<file path="src/shared/ctm_consts.vh">
// constants for the compact 10-bit timer: offsets, fields, reset values, codes
`ifndef CTM_CONSTS_VH
`define CTM_CONSTS_VH

// ----------------------------------------
// register byte addresses
// ----------------------------------------
`define CTM_OFF_CTRL0      4'h0
`define CTM_OFF_CTRL1      4'h4
`define CTM_OFF_CNT_LO     4'h8
`define CTM_OFF_CNT_HI     4'hc
`define CTM_OFF_DUTY_LO    5'h10
`define CTM_OFF_DUTY_HI    5'h14

// ----------------------------------------
// reset values
// ----------------------------------------
`define CTM_RST_CTRL0      8'h00
`define CTM_RST_CTRL1      8'h00

// ----------------------------------------
// control 0 fields
// ----------------------------------------
`define CTM_C0_PAUSE       7
`define CTM_C0_CKSEL_HI    6
`define CTM_C0_CKSEL_LO    4
`define CTM_C0_ENABLE      3
`define CTM_C0_PER_HI      2
`define CTM_C0_PER_LO      0

// ----------------------------------------
// control 1 fields
// ----------------------------------------
`define CTM_C1_MODE_HI     7
`define CTM_C1_MODE_LO     6
`define CTM_C1_ACT_HI      5
`define CTM_C1_ACT_LO      4
`define CTM_C1_OCTL        3
`define CTM_C1_POL         2
`define CTM_C1_SWAP        1
`define CTM_C1_CCLR        0

// ----------------------------------------
// codes
// ----------------------------------------
`define CTM_MODE_CMP       2'b00
`define CTM_MODE_PWM       2'b10
`define CTM_MODE_TMR       2'b11
`define CTM_CK_SYS4        3'b000
`define CTM_CK_SYS         3'b001
`define CTM_CK_H16         3'b010
`define CTM_CK_H64         3'b011
`define CTM_CK_TBC         3'b100
`define CTM_CK_NONE        3'b101
`define CTM_CK_EXT_RISE    3'b110
`define CTM_CK_EXT_FALL    3'b111
`define CTM_SYS_DIV        2'd3
`define CTM_H16_DIV        4'd15
`define CTM_H64_DIV        6'd63
`define CTM_AXI_OKAY       2'b00
`define CTM_AXI_SLVERR     2'b10

`endif

</file>
<file path="src/rtl/ctm_timer.v">
// compact 10-bit timer with an AXI4-Lite register slave
`include "ctm_consts.vh"
`timescale 1ns/1ps
`default_nettype none

module ctm_timer #(
  parameter CNT_W = 10                   // counter width
) (
  input  wire        core_clk,           // system clock, 50 MHz
  input  wire        rst,                // synchronous reset, active high
  input  wire        clk_en,             // freezes all state while low
  input  wire        high_clk_tick,      // one-cycle tick of the high clock
  input  wire        time_base_tick,     // one-cycle tick of the time-base clock
  input  wire        external_clock_pin, // external count input
  input  wire [4:0]  s_axi_awaddr,       // write address
  input  wire        s_axi_awvalid,      // write address valid
  output reg         s_axi_awready,      // write address ready
  input  wire [31:0] s_axi_wdata,        // write data
  input  wire [3:0]  s_axi_wstrb,        // write strobes
  input  wire        s_axi_wvalid,       // write data valid
  output reg         s_axi_wready,       // write data ready
  output reg  [1:0]  s_axi_bresp,        // write response
  output reg         s_axi_bvalid,       // write response valid
  input  wire        s_axi_bready,       // write response ready
  input  wire [4:0]  s_axi_araddr,       // read address
  input  wire        s_axi_arvalid,      // read address valid
  output reg         s_axi_arready,      // read address ready
  output reg  [31:0] s_axi_rdata,        // read data
  output reg  [1:0]  s_axi_rresp,        // read response
  output reg         s_axi_rvalid,       // read data valid
  input  wire        s_axi_rready,       // read data ready
  output reg         output_pin_a,       // timer output
  output reg         output_pin_b,       // timer output, same level
  output reg         output_pin_oe,      // pins driven by the timer
  output reg         duty_match_flag,    // one-cycle duty match event
  output reg         period_match_flag   // one-cycle period match event
);

  // ----------------------------------------
  // registers
  // ----------------------------------------
  reg [7:0]       ctrl0_reg;
  reg [7:0]       ctrl1_reg;
  reg [CNT_W-1:0] duty_reg;
  reg [7:0]       wbuf_reg;
  reg [7:0]       rbuf_reg;
  reg [CNT_W-1:0] count_reg;
  reg             en_d_reg;
  reg             ext_d_reg;
  reg [1:0]       div4_reg;
  reg [3:0]       h16_reg;
  reg [5:0]       h64_reg;
  reg             out_lvl_reg;
  reg [4:0]       awaddr_reg;
  reg             aw_have_reg;
  reg [31:0]      wdata_reg;
  reg [3:0]       wstrb_reg;
  reg             w_have_reg;

  wire       pause      = ctrl0_reg[`CTM_C0_PAUSE];
  wire [2:0] cksel      = ctrl0_reg[`CTM_C0_CKSEL_HI:`CTM_C0_CKSEL_LO];
  wire       enable     = ctrl0_reg[`CTM_C0_ENABLE];
  wire [2:0] period_fld = ctrl0_reg[`CTM_C0_PER_HI:`CTM_C0_PER_LO];
  wire [1:0] mode       = ctrl1_reg[`CTM_C1_MODE_HI:`CTM_C1_MODE_LO];
  wire [1:0] action     = ctrl1_reg[`CTM_C1_ACT_HI:`CTM_C1_ACT_LO];
  wire       octl       = ctrl1_reg[`CTM_C1_OCTL];
  wire       pol        = ctrl1_reg[`CTM_C1_POL];
  wire       swap       = ctrl1_reg[`CTM_C1_SWAP];
  wire       cclr       = ctrl1_reg[`CTM_C1_CCLR];
  wire       is_pwm     = (mode == `CTM_MODE_PWM);

  // ----------------------------------------
  // timer clock selection
  // ----------------------------------------
  reg tick;
  always @* begin
    case (cksel)
      `CTM_CK_SYS4:     tick = (div4_reg == `CTM_SYS_DIV);
      `CTM_CK_SYS:      tick = 1'b1;
      `CTM_CK_H16:      tick = high_clk_tick && (h16_reg == `CTM_H16_DIV);
      `CTM_CK_H64:      tick = high_clk_tick && (h64_reg == `CTM_H64_DIV);
      `CTM_CK_TBC:      tick = time_base_tick;
      `CTM_CK_EXT_RISE: tick = external_clock_pin && !ext_d_reg;
      `CTM_CK_EXT_FALL: tick = !external_clock_pin && ext_d_reg;
      default:          tick = 1'b0;
    endcase
  end

  // ----------------------------------------
  // comparators and clear
  // ----------------------------------------
  wire       count_run = enable && en_d_reg && !pause && tick;
  wire [CNT_W-1:0] cnt_inc = count_reg + {{(CNT_W-1){1'b0}}, 1'b1};
  wire       ovf       = &count_reg;
  wire [2:0] next_top  = cnt_inc[CNT_W-1:CNT_W-3];
  wire       p_hit     = (period_fld != 3'b000) && (next_top == period_fld)
                         && (cnt_inc[CNT_W-4:0] == {(CNT_W-3){1'b0}});
  wire       a_hit     = (duty_reg != {CNT_W{1'b0}}) && (cnt_inc == duty_reg);
  // pwm period boundary from the period source
  wire       pwm_per_hit = swap ? a_hit : (p_hit || (period_fld == 3'b000 && ovf));
  reg        clr_now;
  always @* begin
    if (is_pwm)
      clr_now = pwm_per_hit;
    else if (cclr)
      clr_now = a_hit || ovf;
    else
      clr_now = p_hit || (period_fld == 3'b000 && ovf);
  end
  wire a_evt = count_run && a_hit;
  wire p_evt = count_run && p_hit && (is_pwm || !cclr);

  // duty in pwm: match of the duty source; at/above period never matches
  wire [CNT_W-1:0] per_val = (period_fld == 3'b000) ? {CNT_W{1'b1}}
                             : {period_fld, {(CNT_W-3){1'b0}}};
  wire pwm_duty_hit = swap ? p_hit : (a_hit && (duty_reg < per_val));

  // ----------------------------------------
  // counter, output and flags
  // ----------------------------------------
  reg pwm_lvl;
  always @* begin
    case (action)
      2'b00:   pwm_lvl = !octl;
      2'b01:   pwm_lvl = octl;
      2'b10:   pwm_lvl = out_lvl_reg ? octl : !octl;
      default: pwm_lvl = !octl;
    endcase
  end

  always @(posedge core_clk) begin
    if (rst) begin
      count_reg         <= {CNT_W{1'b0}};
      en_d_reg          <= 1'b0;
      ext_d_reg         <= 1'b0;
      div4_reg          <= 2'd0;
      h16_reg           <= 4'd0;
      h64_reg           <= 6'd0;
      out_lvl_reg       <= 1'b0;
      duty_match_flag   <= 1'b0;
      period_match_flag <= 1'b0;
      output_pin_a      <= 1'b0;
      output_pin_b      <= 1'b0;
      output_pin_oe     <= 1'b0;
    end else if (clk_en) begin
      en_d_reg  <= enable;
      ext_d_reg <= external_clock_pin;
      div4_reg  <= div4_reg + 2'd1;
      if (high_clk_tick) begin
        h16_reg <= h16_reg + 4'd1;
        h64_reg <= h64_reg + 6'd1;
      end
      duty_match_flag   <= a_evt;
      period_match_flag <= p_evt;
      if (enable && !en_d_reg) begin
        count_reg <= {CNT_W{1'b0}};
        out_lvl_reg <= is_pwm ? 1'b1 : octl;
      end else if (count_run) begin
        if (clr_now) begin
          count_reg <= {CNT_W{1'b0}};
          if (is_pwm)
            out_lvl_reg <= 1'b1;
        end else begin
          count_reg <= cnt_inc;
        end
        if (is_pwm && pwm_duty_hit && !clr_now)
          out_lvl_reg <= 1'b0;
        else if (!is_pwm && a_hit) begin
          case (action)
            2'b01:   out_lvl_reg <= 1'b0;
            2'b10:   out_lvl_reg <= 1'b1;
            2'b11:   out_lvl_reg <= !out_lvl_reg;
            default: out_lvl_reg <= out_lvl_reg;
          endcase
        end
      end
      output_pin_oe <= (mode != `CTM_MODE_TMR);
      if (mode == `CTM_MODE_TMR) begin
        output_pin_a <= 1'b0;
        output_pin_b <= 1'b0;
      end else begin
        output_pin_a <= (is_pwm ? pwm_lvl : out_lvl_reg) ^ pol;
        output_pin_b <= (is_pwm ? pwm_lvl : out_lvl_reg) ^ pol;
      end
    end
  end

  // ----------------------------------------
  // axi4-lite slave
  // ----------------------------------------
  wire        wr_go  = aw_have_reg && w_have_reg && !s_axi_bvalid;
  wire [4:0]  wa     = awaddr_reg;
  wire [4:0]  ra     = s_axi_araddr;
  wire        rd_go  = s_axi_arvalid && s_axi_arready;
  wire        wr_map = (wa[1:0] == 2'b00) && (wa <= `CTM_OFF_DUTY_HI);
  wire        rd_map = (ra[1:0] == 2'b00) && (ra <= `CTM_OFF_DUTY_HI);
  reg  [7:0]  rd_byte;
  always @* begin
    case (ra)
      {1'b0, `CTM_OFF_CTRL0}:  rd_byte = ctrl0_reg;
      {1'b0, `CTM_OFF_CTRL1}:  rd_byte = ctrl1_reg;
      {1'b0, `CTM_OFF_CNT_LO}: rd_byte = rbuf_reg;
      {1'b0, `CTM_OFF_CNT_HI}: rd_byte = {6'd0, count_reg[9:8]};
      `CTM_OFF_DUTY_LO:        rd_byte = rbuf_reg;
      `CTM_OFF_DUTY_HI:        rd_byte = {6'd0, duty_reg[9:8]};
      default:                 rd_byte = 8'h00;
    endcase
  end

  always @(posedge core_clk) begin
    if (rst) begin
      ctrl0_reg     <= `CTM_RST_CTRL0;
      ctrl1_reg     <= `CTM_RST_CTRL1;
      duty_reg      <= {CNT_W{1'b0}};
      wbuf_reg      <= 8'h00;
      rbuf_reg      <= 8'h00;
      awaddr_reg    <= 5'd0;
      aw_have_reg   <= 1'b0;
      wdata_reg     <= 32'h0000_0000;
      wstrb_reg     <= 4'h0;
      w_have_reg    <= 1'b0;
      s_axi_awready <= 1'b0;
      s_axi_wready  <= 1'b0;
      s_axi_bvalid  <= 1'b0;
      s_axi_bresp   <= `CTM_AXI_OKAY;
      s_axi_arready <= 1'b0;
      s_axi_rvalid  <= 1'b0;
      s_axi_rresp   <= `CTM_AXI_OKAY;
      s_axi_rdata   <= 32'h0000_0000;
    end else if (clk_en) begin
      s_axi_awready <= !aw_have_reg && !s_axi_awready && !s_axi_bvalid;
      s_axi_wready  <= !w_have_reg && !s_axi_wready && !s_axi_bvalid;
      if (s_axi_awvalid && s_axi_awready) begin
        awaddr_reg  <= s_axi_awaddr;
        aw_have_reg <= 1'b1;
        s_axi_awready <= 1'b0;
      end
      if (s_axi_wvalid && s_axi_wready) begin
        wdata_reg  <= s_axi_wdata;
        wstrb_reg  <= s_axi_wstrb;
        w_have_reg <= 1'b1;
        s_axi_wready <= 1'b0;
      end
      if (wr_go) begin
        aw_have_reg  <= 1'b0;
        w_have_reg   <= 1'b0;
        s_axi_bvalid <= 1'b1;
        s_axi_bresp  <= wr_map ? `CTM_AXI_OKAY : `CTM_AXI_SLVERR;
        if (wstrb_reg[0]) begin
          case (wa)
            {1'b0, `CTM_OFF_CTRL0}: ctrl0_reg <= wdata_reg[7:0];
            {1'b0, `CTM_OFF_CTRL1}: ctrl1_reg <= wdata_reg[7:0];
            `CTM_OFF_DUTY_LO:       wbuf_reg  <= wdata_reg[7:0];
            `CTM_OFF_DUTY_HI:       duty_reg  <= {wdata_reg[1:0], wbuf_reg};
            default:                wbuf_reg  <= wbuf_reg;
          endcase
        end
      end else if (s_axi_bvalid && s_axi_bready) begin
        s_axi_bvalid <= 1'b0;
      end
      s_axi_arready <= !s_axi_arready && !s_axi_rvalid;
      if (rd_go) begin
        s_axi_arready <= 1'b0;
        s_axi_rvalid  <= 1'b1;
        s_axi_rdata   <= {24'h000000, rd_byte};
        s_axi_rresp   <= rd_map ? `CTM_AXI_OKAY : `CTM_AXI_SLVERR;
        if (ra == {1'b0, `CTM_OFF_CNT_HI})
          rbuf_reg <= count_reg[7:0];
        else if (ra == `CTM_OFF_DUTY_HI)
          rbuf_reg <= duty_reg[7:0];
      end else if (s_axi_rvalid && s_axi_rready) begin
        s_axi_rvalid <= 1'b0;
      end
    end
  end

endmodule

`default_nettype wire

</file>
<file path="config.mk">
export PLATFORM = sky130hd
export DESIGN_NAME = ctm_timer
export DESIGN_NICKNAME = d
export VERILOG_FILES = /design/src/rtl/ctm_timer.v
export VERILOG_INCLUDE_DIRS = /design/src /design/src/shared
export SDC_FILE = /design/constraint.sdc
export NUM_CORES = 1
export LEC_CHECK = 0
export ABC_AREA = 1
export BUFFER_PORTS_ARGS = -buffer_cell sky130_fd_sc_hd__buf_2
export CORE_MARGIN = 5
export CORE_UTILIZATION = 39
export CTS_CLUSTER_DIAMETER = 120
export DETAILED_ROUTE_END_ITERATION = 8
export GPL_TIMING_DRIVEN = 0
export PLACE_DENSITY = 0.57
export REMOVE_ABC_BUFFERS = 1
export SLEW_MARGIN = 20
export SYNTH_ARGS = -nofsm -noshare
export SYNTH_HDL_FRONTEND = slang
export SYNTH_SLANG_ARGS = --single-unit
</file>
<file path="constraint.sdc">
create_clock -name core_clk -period 2.3 [get_ports core_clk]
set_input_delay 0.115 -clock core_clk [delete_from_list [all_inputs] [get_ports core_clk]]
set_output_delay 0.115 -clock core_clk [all_outputs]
set_load 0.05 [all_outputs]
</file>
==> impl_metrics.py <==
metrics = {
    "run_status": {
        "status": "finished clean",
    },
    "power_and_ir_drop": {
        "peakVddDrop_uv": 534.2,
        "power.share.combinational_pct": 7.8,
        "power.share.clock_pct": 43.2,
        "net_switching_power_figure_uw": 986.0,
        "fin_total_pwr_mw": 3.706,
        "internal-power_mw": 2.720,
        "power.share.switching_pct": 26.60,
        "powerDensity_nw_per_um2": 610.4,
        "total_leakage_power_nw": 2.609,
        "seq_power_share_pct": 49.0,
    },
    "detailed_routing": {
        "drt_pass1_iterations": 5,
        "routed_via_density": 4.963,
        "avgRoutedWirePerCell_um": 13.66,
        "ant_nets": 0,
        "detailedRoute.firstIterationViolations": 306,
        "route.detailed.drc": 0,
        "via_count": 4908,
        "wl_mm": 13.51,
    },
    "clocking": {
        "max-clock-path-buffers": 2,
        "tritoncts": "built",
        "clock_sinks": 102,
        "tritoncts.num_buffers": 9,
        "cts_htree_levels": 3,
        "hold_buffers": 0,
        "clkLatencyLatePin_ps": 360,
        "clk_pin_slew_worst_paths_ps": 70,
        "root_buffer_master": "sky130_fd_sc_hd__clkbuf_16",
    },
    "synth": {
        "synthMuxAreaShare_pct": 0,
        "yosys.area_share.simple_pct": 25.13,
        "ys_types": 40,
        "synthXorXnorAreaFrac_pct": 0.3230,
        "yosys_register_bits": 102,
        "synth-adder-area-share_pct": 3.922,
        "synthCells": 768,
        "synth_top_family_by_area": "simple AND/OR/NAND/NOR gates",
        "netlist_area_sq_um": 5423,
        "ys_warn_count": 0,
        "synth_compound_gate_area_share_pct": 20.05,
        "postSynthAreaPerCell_sq_um": 7.061,
        "synth_seq_area_share_pct": 37.66,
    },
    "cells_and_area": {
        "final_layout_size_suffix_gt1_share_pct": 14.22,
        "post_layout_nonfiller_instances": 989,
        "area.growth.synth_to_final_pct": 11.98,
        "antennaDiodeCount": 0,
        "design.final.nets": 878,
    },
    "floorplanning": {
        "num_rows": 43,
        "design.die.area_sq_um": 16360,
        "starting_utilization_of_the_core_area_pct": 39.37,
        "floorplan.io_pins": 103,
        "die_width_um": 127.9,
        "core_region_area_sq_um": 13770,
        "die_height_um": 127.9,
    },
    "critical_path": {
        "timing.rr.end": "out_lvl_reg$_SDFFE_PP0P_",
        "critical_path_class": "reg2reg",
        "critical_path.reg2reg.startpoint": "count_reg[0]$_SDFFE_PP0P_",
        "critical_path_required_ps": 2590,
        "startpoint_type": "flop",
        "crit_arrival_ps": 2460,
        "critPathMaxFanout": 8,
        "r2r.worst_path.cells": 15,
        "cp-end-kind": "flop",
        "reg2reg_setup_slack_ps": 130,
    },
    "timing": {
        "setup-violations-final": 0,
        "grt_setup_unrepaired": "no",
        "slew_violations": 0,
        "worst_pin_slew_ps": 1115,
        "report.final.hold_viol_count": 0,
        "post-route-period-util_pct": 94.48,
        "max_slew_headroom_at_the_worst_pin_pct": 25.06,
        "hold_ws_ps": 26.73,
        "max_clock_freq_mhz": 460.2,
        "worst_clock_skew_ps": 11.83,
        "layout_min_cycle_time_ps": 2173,
    },
    "run": {
        "cap_violations": 0,
    },
    "placed_design": {
        "place.port_buffers": 49,
        "hpwl_after_dpl_mm": 10.22,
        "placed_cells": 969,
        "routabilityCongestion": 0.8516,
    },
    "hold_path": {
        "hold_path.class": "in2reg",
        "min_to": "s_axi_rvalid$_SDFFE_PP0P_",
        "min_from": "s_axi_rready",
        "worstHoldPathCells": 4,
    },
    "global_routing": {
        "first_global_vias": 4541,
        "grt_max_degree": 43,
        "overflow": 0,
        "wire_length_of_the_first_global_routing_pass_mm": 22.01,
        "antenna_found_initial": 0,
        "grt.total_usage_pct": 16.48,
    },
}
timing repair:
item	CTS	global route
pin swaps	0	2
resized for setup	5	5
gates cloned	0	1
buffers inserted	0	3
setup endpoints to repair	11	11
stage by stage:
stage | setup slack, ps | setup TNS [ps] | util (%) | instance area, sq um
3_5_place_dp | -283.7 | -2363 | 41.29 | 5687
2_1_floorplan | 99.88 | 0 | - | 5189
5_1_grt | 6.831 | 0 | 44.09 | 6072
6_report | 126.9 | 0 | 44.09 | 6072
3_3_place_gp | -230.0 | -3371 | 41.09 | 5659
4_1_cts | 34.13 | 0 | 43.62 | 6008
kinds of logic (layout without fill, tap and decap cells):
family	Yosys count	in the layout
XOR/XNOR	2	2
adder cells (fa/ha/maj)	17	17
other	1	26
AND/OR/NAND/NOR	288	289
AO/OA/AOI/OAI	206	206
buffers and inverters	152	167
flip-flops	102	102
worst max path at each step:
stage,to,start,slack [ps]
CTS,out_lvl_reg$_SDFFE_PP0P_,count_reg[0]$_SDFFE_PP0P_,30
detailed placement,out_lvl_reg$_SDFFE_PP0P_,count_reg[0]$_SDFFE_PP0P_,-280
global placement,out_lvl_reg$_SDFFE_PP0P_,count_reg[0]$_SDFFE_PP0P_,-230
floorplan,rbuf_reg[0]$_SDFFE_PP0P_,s_axi_arready$_SDFFE_PP0P_,100
finish,out_lvl_reg$_SDFFE_PP0P_,count_reg[0]$_SDFFE_PP0P_,130
global route,out_lvl_reg$_SDFFE_PP0P_,count_reg[0]$_SDFFE_PP0P_,7
layout make-up:
class,instances,area (sq um)
Tap cell,180,225.2
Fill cell,1439,7701
Sequential cell,102,2048
Clock inverter,7,81.33
Timing Repair Buffer,53,295.3
Inverter,98,372.9
Multi-Input combinational cell,540,2824
Clock buffer,9,225.2
routing by layer:
metal | wire, um | track usage [%] | up-vias
met1 | 6702 | 23.61 | 2194
met3 | 724 | 2.750 | 23
met2 | 5813 | 24.98 | 129
met4 | 274 | 5.868 | 0
met5 | 0 | 0 | -
li1 | - | - | 2562
cell usage in the layout (no fill, tap or decap), drive strengths merged, types with 4 or more instances in the layout:
| cell type | netlist | layout |
|---|---|---|
| nand2 | 167 | 167 |
| dfxtp | 102 | 102 |
| inv | 96 | 98 |
| a21oi | 94 | 94 |
| o21ai | 86 | 86 |
| buf | 35 | 53 |
| nor2 | 53 | 53 |
| nand3 | 36 | 37 |
| conb | 1 | 26 |
| nand4 | 17 | 17 |
| ha | 17 | 17 |
| a31oi | 12 | 12 |
| nor3 | 11 | 11 |
| clkbuf | 19 | 9 |
| o221ai | 4 | 4 |
worst max-delay path, stage by stage, from the launching register on:
cell and delay [ps]:
sky130_fd_sc_hd__dfxtp_4 430, sky130_fd_sc_hd__ha_4 200, sky130_fd_sc_hd__nand2_4 90, sky130_fd_sc_hd__nor2_8 140, sky130_fd_sc_hd__nand3_2 80, sky130_fd_sc_hd__nand3_1 80
sky130_fd_sc_hd__nand2_1 60, sky130_fd_sc_hd__nor2_2 140, sky130_fd_sc_hd__nand2_2 80, sky130_fd_sc_hd__nor2_4 160, sky130_fd_sc_hd__nand2_4 70, sky130_fd_sc_hd__nand2_2 110
sky130_fd_sc_hd__nand3_4 130, sky130_fd_sc_hd__nand2_1 120, sky130_fd_sc_hd__nand2_1 70, sky130_fd_sc_hd__a21oi_2 130
synth_stat cells (all sizes together):
cell type / number / share of area [%]
nand2: 167 / 12
dfxtp: 102 / 38
inv: 96 / 6.6
a21oi: 94 / 8.7
o21ai: 86 / 7.9
nor2: 53 / 4.8
nand3: 36 / 4.1
buf: 35 / 4.7
clkbuf: 19 / 1.3
ha: 17 / 3.9
nand4: 17 / 2.2
a31oi: 12 / 1.4
nor3: 11 / 1.0
o221ai: 4 / 0.65
o211ai: 3 / 0.42
o22ai: 3 / 0.35
a211oi: 2 / 0.28
clkinv: 2 / 0.16
nand3b: 2 / 0.28
xnor2: 2 / 0.32
a221oi: 1 / 0.16
conb: 1 / 0.069
nor4: 1 / 0.23
o31ai: 1 / 0.14
or3: 1 / 0.12
power by group through the flow:
stage	logic [mW]	clock network (mW)	registers, mW
2_1_floorplan	0.185	0	1.88
3_3_place_gp	0.278	0	1.86
3_5_place_dp	0.287	0	1.86
4_1_cts	0.287	1.62	1.82
5_1_grt	0.315	1.70	1.82
6_report	0.288	1.60	1.82
(Power assumes the default switching activity.)
